$ cat src/logic/rrs_pkg.sv
// Constants, enumerations and carriers of the receiver switch control block
package rrs_pkg;
   // ********************************************************************
   // Register byte addresses and field positions
   // ********************************************************************
   localparam logic [7:0] ADDR_CONFIG   = 8'h00;
   localparam logic [7:0] ADDR_MUTE     = 8'h04;
   localparam logic [7:0] ADDR_ATT_HOST = 8'h10;
   localparam logic [7:0] ADDR_ATT_MGMT = 8'h20;
   localparam logic [7:0] ADDR_RESTORE  = 8'h30;
   localparam logic [7:0] ADDR_STATUS   = 8'h40;
   localparam logic [7:0] ADDR_FER_SEC  = 8'h44;
   localparam logic [7:0] ADDR_FER_MIN  = 8'h48;
   localparam logic [7:0] ADDR_FER_HOUR = 8'h4C;
   localparam logic [7:0] ADDR_FER_DAY  = 8'h50;
   localparam logic [7:0] ADDR_FER_CLR  = 8'h54;
   localparam int CFG_BAND_LSB = 0;
   localparam int CFG_INTRED   = 2;
   localparam int CFG_EXTRED   = 3;
   localparam int CFG_SW_LSB   = 4;
   localparam int CFG_CNT_CLR  = 6;
   localparam int RESTORE_BIT  = 0;
   // ********************************************************************
   // Modes
   // ********************************************************************
   typedef enum logic [1:0] {
      BAND_5_40  = 2'h0,
      BAND_7_42  = 2'h1,
      BAND_10_45 = 2'h2
   } rrs_band_t;
   typedef enum logic [1:0] {
      SW_DEFLT1 = 2'h0,
      SW_DEFLT2 = 2'h1,
      SW_FORCE1 = 2'h2,
      SW_FORCE2 = 2'h3
   } rrs_sw_t;
   typedef enum logic [1:0] {
      OUT_AUTO = 2'h0,
      OUT_ON   = 2'h1,
      OUT_OFF  = 2'h2
   } rrs_outm_t;
   // ********************************************************************
   // Reset values, limits and timing
   // ********************************************************************
   localparam rrs_band_t BAND_RST    = BAND_7_42;
   localparam logic      INTRED_RST  = 1'b1;
   localparam logic      EXTRED_RST  = 1'b0;
   localparam rrs_sw_t   SW_RST      = SW_DEFLT1;
   localparam logic      CNT_CLR_RST = 1'b0;
   localparam rrs_outm_t OUTM_RST    = OUT_AUTO;
   localparam logic [7:0] ATT_RST    = 8'h00;
   localparam int ATT_MAX_TENTHS = 60;
   localparam int ATT_MAX_HALF   = 12;
   localparam int HALF_TO_TENTHS = 5;
   localparam int CLK_KHZ        = 200000;
   localparam int SECOND_MS      = 1000;
   localparam int BLINK_MS       = 250;
   localparam int SEC_CYCLES     = SECOND_MS * CLK_KHZ;
   localparam int BLINK_CYCLES   = BLINK_MS * CLK_KHZ;
   localparam logic [5:0] SEC_PER_MIN  = 6'h3C;
   localparam logic [5:0] MIN_PER_HOUR = 6'h3C;
   localparam logic [4:0] HOUR_PER_DAY = 5'h18;
   localparam logic [31:0] DIV_MIN  = 32'h0000003C;
   localparam logic [31:0] DIV_HOUR = 32'h00000E10;
   localparam logic [31:0] DIV_DAY  = 32'h00015180;
   // ********************************************************************
   // Carriers
   // ********************************************************************
   typedef struct packed {
      logic [1:0] present;
      logic [1:0] los;
      logic       ext_fail;
   } rrs_pins_t;
   typedef struct packed {
      rrs_band_t            band;
      logic                 int_red;
      logic                 ext_red;
      rrs_sw_t              sw;
      logic                 cnt_clr;
      rrs_outm_t [3:0]      outm;
      logic [3:0][7:0]      att;
   } rrs_cfg_t;
   typedef struct packed {
      rrs_cfg_t    cfg;
      rrs_pins_t   s1;
      rrs_pins_t   s2;
      rrs_pins_t   s3;
      rrs_pins_t   filt;
      logic [31:0] prdata;
      logic        sel;
      logic [3:0]  mute;
      logic [1:0]  rx_red;
      logic [1:0]  rx_green;
      logic        alarm_led;
      logic        major;
      logic        minor;
      logic        blink;
      logic [31:0] blink_cnt;
      logic [31:0] sec_cnt;
      logic [5:0]  sec_idx;
      logic [5:0]  min_idx;
      logic [4:0]  hour_idx;
      logic [31:0] sec_acc;
      logic [31:0] min_acc;
      logic [31:0] hour_acc;
      logic [31:0] day_acc;
      logic [31:0] fer_sec;
      logic [31:0] fer_min;
      logic [31:0] fer_hour;
      logic [31:0] fer_day;
      logic [31:0] fer_clr;
   } rrs_state_t;
endpackage : rrs_pkg

$ cat src/logic/rrs_ctrl.sv
// Receiver selection, muting, attenuation, error rate and alarm control
`timescale 1ns/1ps
// Notes on behaviour
// - Each receiver indicator red while alarmed, green while healthy.
// - Three selectable bands; middle band after reset and restore.
// - Internal redundancy: standby receiver used only when primary failed.
// - No redundancy: primary alone, no alarm while installed and working.
// - External redundancy: act as standby until external failure signal.
// - Default selection prefers receiver one or two; one at reset.
// - Forced settings lock onto receiver one or two regardless of errors.
// - Automatic output mutes on receiver alarms in redundant mode.
// - Per channel manual on unmutes and off mutes.
// - Per channel attenuation -6..+6 dB, half dB steps, zero default.
// - Host path sets same span in tenth dB steps.
// - Error rate for last second, averages over minute, hour, day.
// - Count mode accumulates every frame error since last clear.
// - Reset mode clears accumulated error count to zero.
// - Clear leaves second, minute, hour and day counters alone.
// - Held in reset mode the count stays zero; software returns it.
// - Alarm when all outputs muted or a receiver removed in internal redundancy.
// - Alarm when a receiver loses its optical input in internal redundancy, else only when the preferred receiver does.
// - Alarms graded major, minor or fault; major/minor high or low.
// - Major alarm lights red steadily; minor alone makes it blink.
// - Restore defaults only from management module, any time.
// - Green power indicator lit whenever powered.
module rrs_ctrl #(
   parameter int unsigned SEC_CYCLES   = rrs_pkg::SEC_CYCLES,
   parameter int unsigned BLINK_CYCLES = rrs_pkg::BLINK_CYCLES
) (
   input  wire logic        ref_clk,
   input  wire logic        rst_b,
   input  wire logic        psel,
   input  wire logic        penable,
   input  wire logic        pwrite,
   input  wire logic [7:0]  paddr,
   input  wire logic [31:0] pwdata,
   output logic      [31:0] prdata,
   output logic             pready,
   output logic             pslverr,
   input  wire logic        mgmt_access,
   input  wire logic [1:0]  rx_present,
   input  wire logic [1:0]  rx_los,
   input  wire logic        ext_fail,
   input  wire logic        frame_error,
   input  wire logic        major_high_alarm,
   input  wire logic        major_low_alarm,
   input  wire logic        minor_high_alarm,
   input  wire logic        minor_low_alarm,
   input  wire logic        fault_alarm,
   output logic             rx_select,
   output logic      [3:0]  rf_mute,
   output logic      [3:0][7:0] rf_atten,
   output logic      [1:0]  band_sel,
   output logic      [1:0]  rx_led_red,
   output logic      [1:0]  rx_led_green,
   output logic             alarm_led,
   output logic             power_led
);
   // ********************************************************************
   // Helpers
   // ********************************************************************
   function automatic logic [7:0] clamp(input logic [31:0] v,
                                        input int lim);
      logic signed [31:0] sv;
      sv = $signed(v);
      if (sv > lim) begin
         clamp = 8'(lim);
      end else if (sv < -lim) begin
         clamp = 8'(-lim);
      end else begin
         clamp = sv[7:0];
      end
   endfunction : clamp

   function automatic rrs_pkg::rrs_cfg_t cfg_default();
      rrs_pkg::rrs_cfg_t c;
      c.band    = rrs_pkg::BAND_RST;
      c.int_red = rrs_pkg::INTRED_RST;
      c.ext_red = rrs_pkg::EXTRED_RST;
      c.sw      = rrs_pkg::SW_RST;
      c.cnt_clr = rrs_pkg::CNT_CLR_RST;
      for (int i = 0; i < 4; i++) begin
         c.outm[i] = rrs_pkg::OUTM_RST;
         c.att[i]  = rrs_pkg::ATT_RST;
      end
      cfg_default = c;
   endfunction : cfg_default

   rrs_pkg::rrs_state_t st_r;
   rrs_pkg::rrs_state_t st_nxt;
   rrs_pkg::rrs_pins_t  pins_in;

   logic [1:0]  fail;
   logic        pref;
   logic        standby;
   logic        auto_mute;
   logic        setup;
   logic        access;
   logic        addr_ok;
   logic        err_bump;
   logic [31:0] sec_total;
   logic [31:0] min_total;
   logic [31:0] hour_total;
   logic [31:0] rd;
   logic [1:0]  ch;

   assign pins_in.present  = rx_present;
   assign pins_in.los      = rx_los;
   assign pins_in.ext_fail = ext_fail;
   assign setup  = psel & ~penable;
   assign access = psel & penable;
   assign ch     = paddr[3:2];

   // ********************************************************************
   // Address map check
   // ********************************************************************
   always_comb begin
      if (paddr[1:0] != 2'h0) begin
         addr_ok = 1'b0;
      end else if (paddr == rrs_pkg::ADDR_CONFIG ||
                   paddr == rrs_pkg::ADDR_MUTE) begin
         addr_ok = 1'b1;
      end else if (paddr[7:4] == rrs_pkg::ADDR_ATT_HOST[7:4] ||
                   paddr[7:4] == rrs_pkg::ADDR_ATT_MGMT[7:4]) begin
         addr_ok = 1'b1;
      end else if (paddr == rrs_pkg::ADDR_RESTORE) begin
         addr_ok = 1'b1;
      end else if (paddr >= rrs_pkg::ADDR_STATUS &&
                   paddr <= rrs_pkg::ADDR_FER_CLR) begin
         addr_ok = 1'b1;
      end else begin
         addr_ok = 1'b0;
      end
   end

   // Zero wait states; read data was captured in the setup cycle
   assign pready  = 1'b1;
   assign pslverr = access & ~addr_ok;

   // ********************************************************************
   // Next state
   // ********************************************************************
   always_comb begin
      st_nxt = st_r;
      rd     = 32'h00000000;
      // Three-stage pin synchroniser, value taken once stages 2 and 3 agree
      st_nxt.s1 = pins_in;
      st_nxt.s2 = st_r.s1;
      st_nxt.s3 = st_r.s2;
      if (st_r.s2 == st_r.s3) begin
         st_nxt.filt = st_r.s3;
      end

      // Receiver health and selection
      fail = ~st_r.filt.present | st_r.filt.los;
      pref = (st_r.cfg.sw == rrs_pkg::SW_DEFLT2);
      case (st_r.cfg.sw)
         rrs_pkg::SW_FORCE1: st_nxt.sel = 1'b0;
         rrs_pkg::SW_FORCE2: st_nxt.sel = 1'b1;
         default: begin
            if (st_r.cfg.int_red && fail[pref] && !fail[~pref]) begin
               st_nxt.sel = ~pref;
            end else begin
               st_nxt.sel = pref;
            end
         end
      endcase
      st_nxt.rx_red   = fail;
      st_nxt.rx_green = ~fail;

      // External standby holds outputs until the primary signals failure
      standby   = st_r.cfg.ext_red & ~st_r.filt.ext_fail;
      auto_mute = (st_r.cfg.int_red | st_r.cfg.ext_red) &
                  (fail[st_r.sel] | standby);
      for (int i = 0; i < 4; i++) begin
         case (st_r.cfg.outm[i])
            rrs_pkg::OUT_AUTO: st_nxt.mute[i] = auto_mute;
            rrs_pkg::OUT_ON:   st_nxt.mute[i] = 1'b0;
            rrs_pkg::OUT_OFF:  st_nxt.mute[i] = 1'b1;
            default:           st_nxt.mute[i] = 1'b0;
         endcase
      end

      // Alarm grading; fault is shown like a major alarm
      st_nxt.major = (&st_r.mute) |
                     (st_r.cfg.int_red & ~(&st_r.filt.present)) |
                     (st_r.cfg.int_red ?
                        |(st_r.filt.present & st_r.filt.los) :
                        fail[pref]) |
                     major_high_alarm | major_low_alarm |
                     fault_alarm;
      st_nxt.minor = minor_high_alarm | minor_low_alarm;
      if (st_r.blink_cnt >= BLINK_CYCLES - 1) begin
         st_nxt.blink_cnt = 32'h00000000;
         st_nxt.blink     = ~st_r.blink;
      end else begin
         st_nxt.blink_cnt = st_r.blink_cnt + 32'h00000001;
      end
      if (st_r.major) begin
         st_nxt.alarm_led = 1'b1;
      end else if (st_r.minor) begin
         st_nxt.alarm_led = st_r.blink;
      end else begin
         st_nxt.alarm_led = 1'b0;
      end

      // Frame error windows
      err_bump   = frame_error;
      sec_total  = st_r.sec_acc + {31'h00000000, err_bump};
      min_total  = st_r.min_acc + sec_total;
      hour_total = st_r.hour_acc + min_total;
      st_nxt.sec_acc = sec_total;
      if (st_r.cfg.cnt_clr) begin
         st_nxt.fer_clr = 32'h00000000;
      end else begin
         st_nxt.fer_clr = st_r.fer_clr + {31'h00000000, err_bump};
      end
      if (st_r.sec_cnt >= SEC_CYCLES - 1) begin
         st_nxt.sec_cnt = 32'h00000000;
         st_nxt.fer_sec = sec_total;
         st_nxt.sec_acc = 32'h00000000;
         st_nxt.min_acc = min_total;
         if (st_r.sec_idx == rrs_pkg::SEC_PER_MIN - 6'h01) begin
            st_nxt.sec_idx  = 6'h00;
            st_nxt.fer_min  = min_total / rrs_pkg::DIV_MIN;
            st_nxt.min_acc  = 32'h00000000;
            st_nxt.hour_acc = hour_total;
            if (st_r.min_idx == rrs_pkg::MIN_PER_HOUR - 6'h01) begin
               st_nxt.min_idx  = 6'h00;
               st_nxt.fer_hour = hour_total / rrs_pkg::DIV_HOUR;
               st_nxt.hour_acc = 32'h00000000;
               st_nxt.day_acc  = st_r.day_acc + hour_total;
               if (st_r.hour_idx == rrs_pkg::HOUR_PER_DAY - 5'h01) begin
                  st_nxt.hour_idx = 5'h00;
                  st_nxt.fer_day  = (st_r.day_acc + hour_total) /
                                    rrs_pkg::DIV_DAY;
                  st_nxt.day_acc  = 32'h00000000;
               end else begin
                  st_nxt.hour_idx = st_r.hour_idx + 5'h01;
               end
            end else begin
               st_nxt.min_idx = st_r.min_idx + 6'h01;
            end
         end else begin
            st_nxt.sec_idx = st_r.sec_idx + 6'h01;
         end
      end else begin
         st_nxt.sec_cnt = st_r.sec_cnt + 32'h00000001;
      end

      // Register reads, captured in setup so prdata comes from a flop
      if (paddr == rrs_pkg::ADDR_CONFIG) begin
         rd[rrs_pkg::CFG_BAND_LSB +: 2] = st_r.cfg.band;
         rd[rrs_pkg::CFG_INTRED]        = st_r.cfg.int_red;
         rd[rrs_pkg::CFG_EXTRED]        = st_r.cfg.ext_red;
         rd[rrs_pkg::CFG_SW_LSB +: 2]   = st_r.cfg.sw;
         rd[rrs_pkg::CFG_CNT_CLR]       = st_r.cfg.cnt_clr;
      end else if (paddr == rrs_pkg::ADDR_MUTE) begin
         rd[7:0] = st_r.cfg.outm;
      end else if (paddr[7:4] == rrs_pkg::ADDR_ATT_HOST[7:4] ||
                   paddr[7:4] == rrs_pkg::ADDR_ATT_MGMT[7:4]) begin
         rd = 32'($signed(st_r.cfg.att[ch]));
      end else if (paddr == rrs_pkg::ADDR_STATUS) begin
         rd[0]     = st_r.sel;
         rd[2:1]   = fail;
         rd[7:4]   = st_r.mute;
         rd[8]     = st_r.major;
         rd[9]     = st_r.minor;
         rd[10]    = st_r.alarm_led;
         rd[11]    = standby;
         rd[16:12] = {fault_alarm, minor_low_alarm, minor_high_alarm,
                      major_low_alarm, major_high_alarm};
      end else if (paddr == rrs_pkg::ADDR_FER_SEC) begin
         rd = st_r.fer_sec;
      end else if (paddr == rrs_pkg::ADDR_FER_MIN) begin
         rd = st_r.fer_min;
      end else if (paddr == rrs_pkg::ADDR_FER_HOUR) begin
         rd = st_r.fer_hour;
      end else if (paddr == rrs_pkg::ADDR_FER_DAY) begin
         rd = st_r.fer_day;
      end else if (paddr == rrs_pkg::ADDR_FER_CLR) begin
         rd = st_r.fer_clr;
      end
      if (setup && !pwrite) begin
         st_nxt.prdata = rd;
      end

      // Register writes at the access edge
      if (access && pwrite && addr_ok) begin
         if (paddr == rrs_pkg::ADDR_CONFIG) begin
            // Unused band code is refused, band stays as it was
            if (pwdata[rrs_pkg::CFG_BAND_LSB +: 2] != 2'h3) begin
               st_nxt.cfg.band = rrs_pkg::rrs_band_t'(
                  pwdata[rrs_pkg::CFG_BAND_LSB +: 2]);
            end
            st_nxt.cfg.int_red = pwdata[rrs_pkg::CFG_INTRED];
            st_nxt.cfg.ext_red = pwdata[rrs_pkg::CFG_EXTRED];
            st_nxt.cfg.sw = rrs_pkg::rrs_sw_t'(
               pwdata[rrs_pkg::CFG_SW_LSB +: 2]);
            st_nxt.cfg.cnt_clr = pwdata[rrs_pkg::CFG_CNT_CLR];
         end else if (paddr == rrs_pkg::ADDR_MUTE) begin
            for (int i = 0; i < 4; i++) begin
               if (pwdata[2*i +: 2] != 2'h3) begin
                  st_nxt.cfg.outm[i] =
                     rrs_pkg::rrs_outm_t'(pwdata[2*i +: 2]);
               end
            end
         end else if (paddr[7:4] == rrs_pkg::ADDR_ATT_HOST[7:4]) begin
            st_nxt.cfg.att[ch] =
               clamp(pwdata, rrs_pkg::ATT_MAX_TENTHS);
         end else if (paddr[7:4] == rrs_pkg::ADDR_ATT_MGMT[7:4]) begin
            // Half dB units scaled to the stored tenth dB value
            st_nxt.cfg.att[ch] = 8'($signed(clamp(pwdata,
               rrs_pkg::ATT_MAX_HALF)) * rrs_pkg::HALF_TO_TENTHS);
         end else if (paddr == rrs_pkg::ADDR_RESTORE) begin
            if (mgmt_access && pwdata[rrs_pkg::RESTORE_BIT]) begin
               st_nxt.cfg = cfg_default();
            end
         end
      end
   end

   // ********************************************************************
   // State register
   // ********************************************************************
   always_ff @(posedge ref_clk or negedge rst_b) begin
      if (!rst_b) begin
         st_r     <= '0;
         st_r.cfg <= cfg_default();
      end else begin
         st_r <= st_nxt;
      end
   end

   assign prdata       = st_r.prdata;
   assign rx_select    = st_r.sel;
   assign rf_mute      = st_r.mute;
   assign rf_atten     = st_r.cfg.att;
   assign band_sel     = st_r.cfg.band;
   assign rx_led_red   = st_r.rx_red;
   assign rx_led_green = st_r.rx_green;
   assign alarm_led    = st_r.alarm_led;
   // Lit by the supply itself; no logic can switch it off
   assign power_led    = 1'b1;
endmodule : rrs_ctrl

$ cat config.mk
export PLATFORM = sky130hd
export DESIGN_NAME = rrs_ctrl
export DESIGN_NICKNAME = d
export VERILOG_FILES = /design/src/logic/rrs_pkg.sv /design/src/logic/rrs_ctrl.sv
export SDC_FILE = /design/constraint.sdc
export NUM_CORES = 2
export LEC_CHECK = 0
export BUFFER_PORTS_ARGS = -buffer_cell sky130_fd_sc_hd__buf_4
export CORE_UTILIZATION = 30
export CTS_CLUSTER_SIZE = 10
export DETAILED_ROUTE_END_ITERATION = 8
export PLACE_DENSITY = 0.41
export SYNTH_ARGS = -nofsm -noshare
export SYNTH_HDL_FRONTEND = slang
export SYNTH_SLANG_ARGS = --single-unit
$ cat constraint.sdc
create_clock -name ref_clk -period 36.1 [get_ports ref_clk]
set_clock_uncertainty 0.1 [all_clocks]
set_input_delay 3.61 -clock ref_clk [delete_from_list [all_inputs] [get_ports ref_clk]]
set_output_delay 3.61 -clock ref_clk [all_outputs]
set_load 0.005 [all_outputs]
# Word-level counts from Yosys, hierarchy flattened
# Index checks and enable logic that the tools add are counted.
# word_totals
elab_cells	252
inputBits	57
reg_bits	481
output_inout_bits	79
# classes
n_lt_le_gt_ge	13
n_mux	79
n_eq_ne	35
div	3
mul	1
bitwise	26
add_sub_neg	10
n_reduce_logical	37
# ops
operator	count
$mux W32	13
$mux W256	1
$mux W96	2
$mux W8	17
$mux W64	2
$add A32 B32 Y32	3
$mux W47	2
$add A32 B1 Y32	2
$add A32 B1 Y32 const B	2
$bwmux W32	2
$eq A8 B7 Y1 const B	6
$mux W15	3
$reduce_and A7 Y1	5
$div A32 B12 Y32 const B	1
$div A32 B17 Y32 const B	1
$div A32 B6 Y32 const B	1
$ge A32 B26 Y1 const B	1
$ge A32 B28 Y1 const B	1
$gt A32 B5 Y1 const B	1
$gt A32 B7 Y1 const B	1
$lt A32 B5 Y1 const B	1
$lt A32 B7 Y1 const B	1
$mux W25	1
$mux W24	1
other kinds (48)	133

# Depth between registers and ports, before layout
# depth
word_depth	13
mapped_depth	105
depth_no_buf	93

# Least setup slack after synthesis
# Ideal clock, no wire load.
# synth_path
path_type	in2reg
start	in frame_error
end	reg st_r[32] (netlist bit)
t_required_ns	35.896
setup_ns	0.104
path_buffers	6
cell_stages	92
path_slack_ns	10.806
arrival_ns	25.090
path_cell_list	ha_1 ha_1 xnor2_1 inv_1 ha_1 a21o_1 a21oi_1 o21bai_1 a21oi_1 o21bai_1 a21oi_1 o21bai_1 a21oi_1 o21ai_1 a21oi_1 o21bai_1 a21oi_1 o21bai_1 (+56 left out) a211oi_2 o21a_1 buf_4 mux2_2 o32ai_2 a21oi_1 and2_1 a21oi_1 nor2_1 a221oi_2 nand2_2 mux4_2 nand3b_1 o211ai_2 mux2_2 a2111oi_2 a2111oi_2 o41ai_2
# synth_via
elab_chain_cells	5
# synth_lines
item	line	source
start, declared	rrs_ctrl.sv:44	input wire logic frame_error,
$add A32 B1 Y32	rrs_ctrl.sv:209	sec_total = st_r.sec_acc + {31'h00000000, err_bump};
net sec_total[2]	rrs_ctrl.sv:101	logic [31:0] sec_total;
$add A32 B32 Y32	rrs_ctrl.sv:210	min_total = st_r.min_acc + sec_total;
$add A32 B32 Y32	rrs_ctrl.sv:211	hour_total = st_r.hour_acc + min_total;
$add A32 B32 Y32	rrs_ctrl.sv:235	st_nxt.fer_day = (st_r.day_acc + hour_total) /
$div A32 B17 Y32	rrs_ctrl.sv:235	
end signal, assigned	rrs_ctrl.sv:331	st_r <= st_nxt;
end, declared	rrs_ctrl.sv:89	rrs_pkg::rrs_state_t st_r;
# The timed path passes the listed nets, and every way through them passes these cells.
# A chain may end at the register's enable or synchronous reset.

# Final worst setup path
# Ends and elaborated chain as after synthesis.

==> impl_metrics.csv <==
group,metric,value,unit
cells_and_area,layout-drive-gt1-share,9.48,%
grt,overflow,0,
timing,setup_viol,0,
clock_network,tritoncts,"done",
timing,rsz0062_at_grt,"false",
detailed_routing,ant_nets,0,
timing,maxSlewHeadroom,21.6,%
critical_path,crit_type,"in2reg",
yosys,synth_seq_area_share,27.1,%
yosys,synth_cells,5308,
die,fp-row-count,136,
job,maxCapViolations,0,
yosys,synth_area_per_cell,7.82,um2
timing,fin_crit,32.14,ns
clock_network,clock_path_buffers,3,
detailed_routing,via_per_inst,5.65,
yosys,ys_types,138,
clock_network,ctsResizeCount,0,
critical_path,crit_required,36.58,ns
yosys,async_reset_ff_share,100,%
critical_path,critical_path_arrival,32.62,ns
detailed_routing,wl_met3,5150,um
clock_network,cts_buffers,60,
cells_and_area,stdcell_area,45900,um2
detailed_routing,routed.top_layer,"met4",
die,dieArea,140000,um2
detailed_routing,routedWlPerCell,20.2,um
die,start_util,30.2,%
critical_path,slowest_delay,0.97,ns
yosys,synth_top_family_by_area,"compound AO/OA/AOI/OAI gates",
status,status,"completed",
yosys,synth_compound_gate_area_share,30.1,%
die,core,137000,um2
yosys,synth-xor-area-share,7.67,%
timing,tightest_slew,1.17,ns
worst_hold_path,worstHoldPathType,"reg2reg",
detailed_routing,wl_met1,70700,um
placed_design,hpwl,110000,um
yosys,yosysWarnings,0,
clock_network,clkTransAtPathRegs,0.06,ns
detailed_routing,drt_iter0_drc,2803,
detailed_routing,drc,0,
timing,final_max_slew_viol_count,0,
yosys,synth_mux_area_share,2.79,%
yosys,synth-seq-cells,449,
timing,fmax,31.1,MHz
cells_and_area,nets,5465,
grt,antenna_found_initial,3,
yosys,yosys.area_share.simple,23.5,%
cells_and_area,layout_common_cells,"nand2_1 (634), nor2_1 (576), dfrtp_1 (447)",
grt,grt_pass1_wl,228000,um
critical_path,endpoint_kind,"register",
cells_and_area,diodes,0,
critical_path,cp-start-kind,"input port",
yosys,synth_ff_type,"dfrtp_1",
die,die_height,374,um
grt,grt_max_degree,130,
clock_network,postCtsHoldBufs,0,
clock_network,root_buffer,"clkbuf_16",
yosys,synth_edf_count,0,
timing,fin_tns_setup,0,ns
grt,grt_pass1_vias,39000,
detailed_routing,wl_met2,65700,um
clock_network,cts_max_level,2,
yosys,synth_fa_ha_area_share,4.03,%
die,io_pins,136,
placed_design,post_dp_cell_area,44000,um2
placed_design,port_buffers,133,
detailed_routing,dr.pass1.iters,7,
grt,globalRouteTotalUtil,20.1,%
critical_path,cp_max_fo,16,
placed_design,gp_congestion,0.850,
cells_and_area,syn_to_final_growth,10.7,%
yosys,syn_area,41500,um2
clock_network,cts_sinks,449,
critical_path,cp_slowest_cell,"nor3_1",
clock_network,clk-insertion-delay-late,0.68,ns
clock_network,post_cts_buffers,0,
detailed_routing,num_vias,40329,
die,die_w,374,um
timing,holdWs,0.249,ns
critical_path,cp_common_cell,"a21oi_1",
detailed_routing,routed_wirelength,144000,um
cells_and_area,layout_commonest_cell,"nand2_1",
timing,finalCritPeriodShare,89.0,%
timing,hold_violations,0,
## layer usage
layer	vias up	track usage (%)
met5	-	0
met4	0	4.40
met3	139	1.58
met2	848	32.8
met1	19582	28.7
li1	19760	-
## critical path: cells and delay by family
kind,cells,cell delay (ns)
buffers and inverters,4,0.82
adder cells (fa/ha/maj),5,1.73
AND/OR/NAND/NOR,13,4.45
XOR/XNOR,7,2.17
multiplexers,4,1.46
AO/OA/AOI/OAI,55,18.30
## final cells by class
cell class              instances  area [um2]
fillers                     14538       91400
multi-input cells            4430       28400
flip-flops and latches        449       11200
well taps                    1794        2240
clock buffers                  85        1710
repair buffers                198        1510
inverters                     156         586
clock inverters                21         243
## cells in the mapped netlist, types with 21 or more instances
cell type	count	area, um2
nor2b_1	35	219
mux2_2	34	383
o2111ai_1	21	184
a21o_1	88	661
and2_1	70	438
dfrtp_1	447	11200
a2111oi_0	23	201
nor2_1	580	2180
or3_1	50	313
nor4_1	42	263
o211ai_1	72	541
nor3_1	152	761
xor2_1	128	1120
o31ai_1	99	743
clkbuf_1	163	612
or2_2	26	163
nand2b_1	34	213
buf_4	81	608
inv_1	141	529
a22oi_1	33	248
and3_1	69	432
maj3_1	23	230
xnor2_1	211	1850
a21oi_1	325	1630
o21ai_0	323	1620
o21bai_1	31	233
buf_2	27	135
nand2_1	637	2390
a211o_1	29	254
and4_1	29	254
o21ai_1	28	140
ha_1	109	1360
o221ai_1	24	210
a211oi_1	66	495
mux2i_1	53	531
o211a_1	24	240
a221oi_1	24	210
a31oi_1	97	607
nand4_1	66	413
o21a_1	74	556
nand3_1	189	946
o22ai_1	45	282
## path summary, 6_finish.rpt
check	startpoint	end	slack [ns]	cells after the start
min in group asynchronous	rst_b	st_r[321]	2.83	1
max in group asynchronous	rst_b	st_r[342]	30.21	4
hold reg to reg	st_nxt[425]	st_nxt[420]	0.25	0
hold / removal	st_nxt[425]	st_nxt[420]	0.25	0
setup reg to reg	st_r[256]	st_r[32]	6.66	87
setup / recovery	frame_error	st_r[32]	3.96	88
## sequential cells by signal (all words and copies together) (netlist names)
signal	cells
st_r	363
prdata	32
rf_atten	32
st_nxt	10
rf_mute	4
band_sel	2
rx_led_green	2
rx_led_red	2
alarm_led	1
rx_select	1
## stage by stage
| step | util, % | setup WS, ns | std cells |
|---|---|---|---|
| after floorplan | - | 10.81 | 5318 |
| after global placement | 32.0 | 4.41 | 7027 |
| after detailed placement | 32.0 | 3.76 | 7027 |
| after CTS | 33.5 | 4.42 | 7133 |
| after global routing | 33.5 | 1.22 | 7133 |
| final | 33.5 | 3.96 | 7133 |
## cell families after synthesis
family                   Yosys count
AO/OA/AOI/OAI                   1764
adder cells (fa/ha/maj)          136
flip-flops                       449
AND/OR/NAND/NOR                 2069
buffers and inverters            439
XOR/XNOR                         350
multiplexers                      99
other                              2
Power is not shown: default switching activity piles up to over one toggle a cycle in this logic, so the estimate is an artifact.
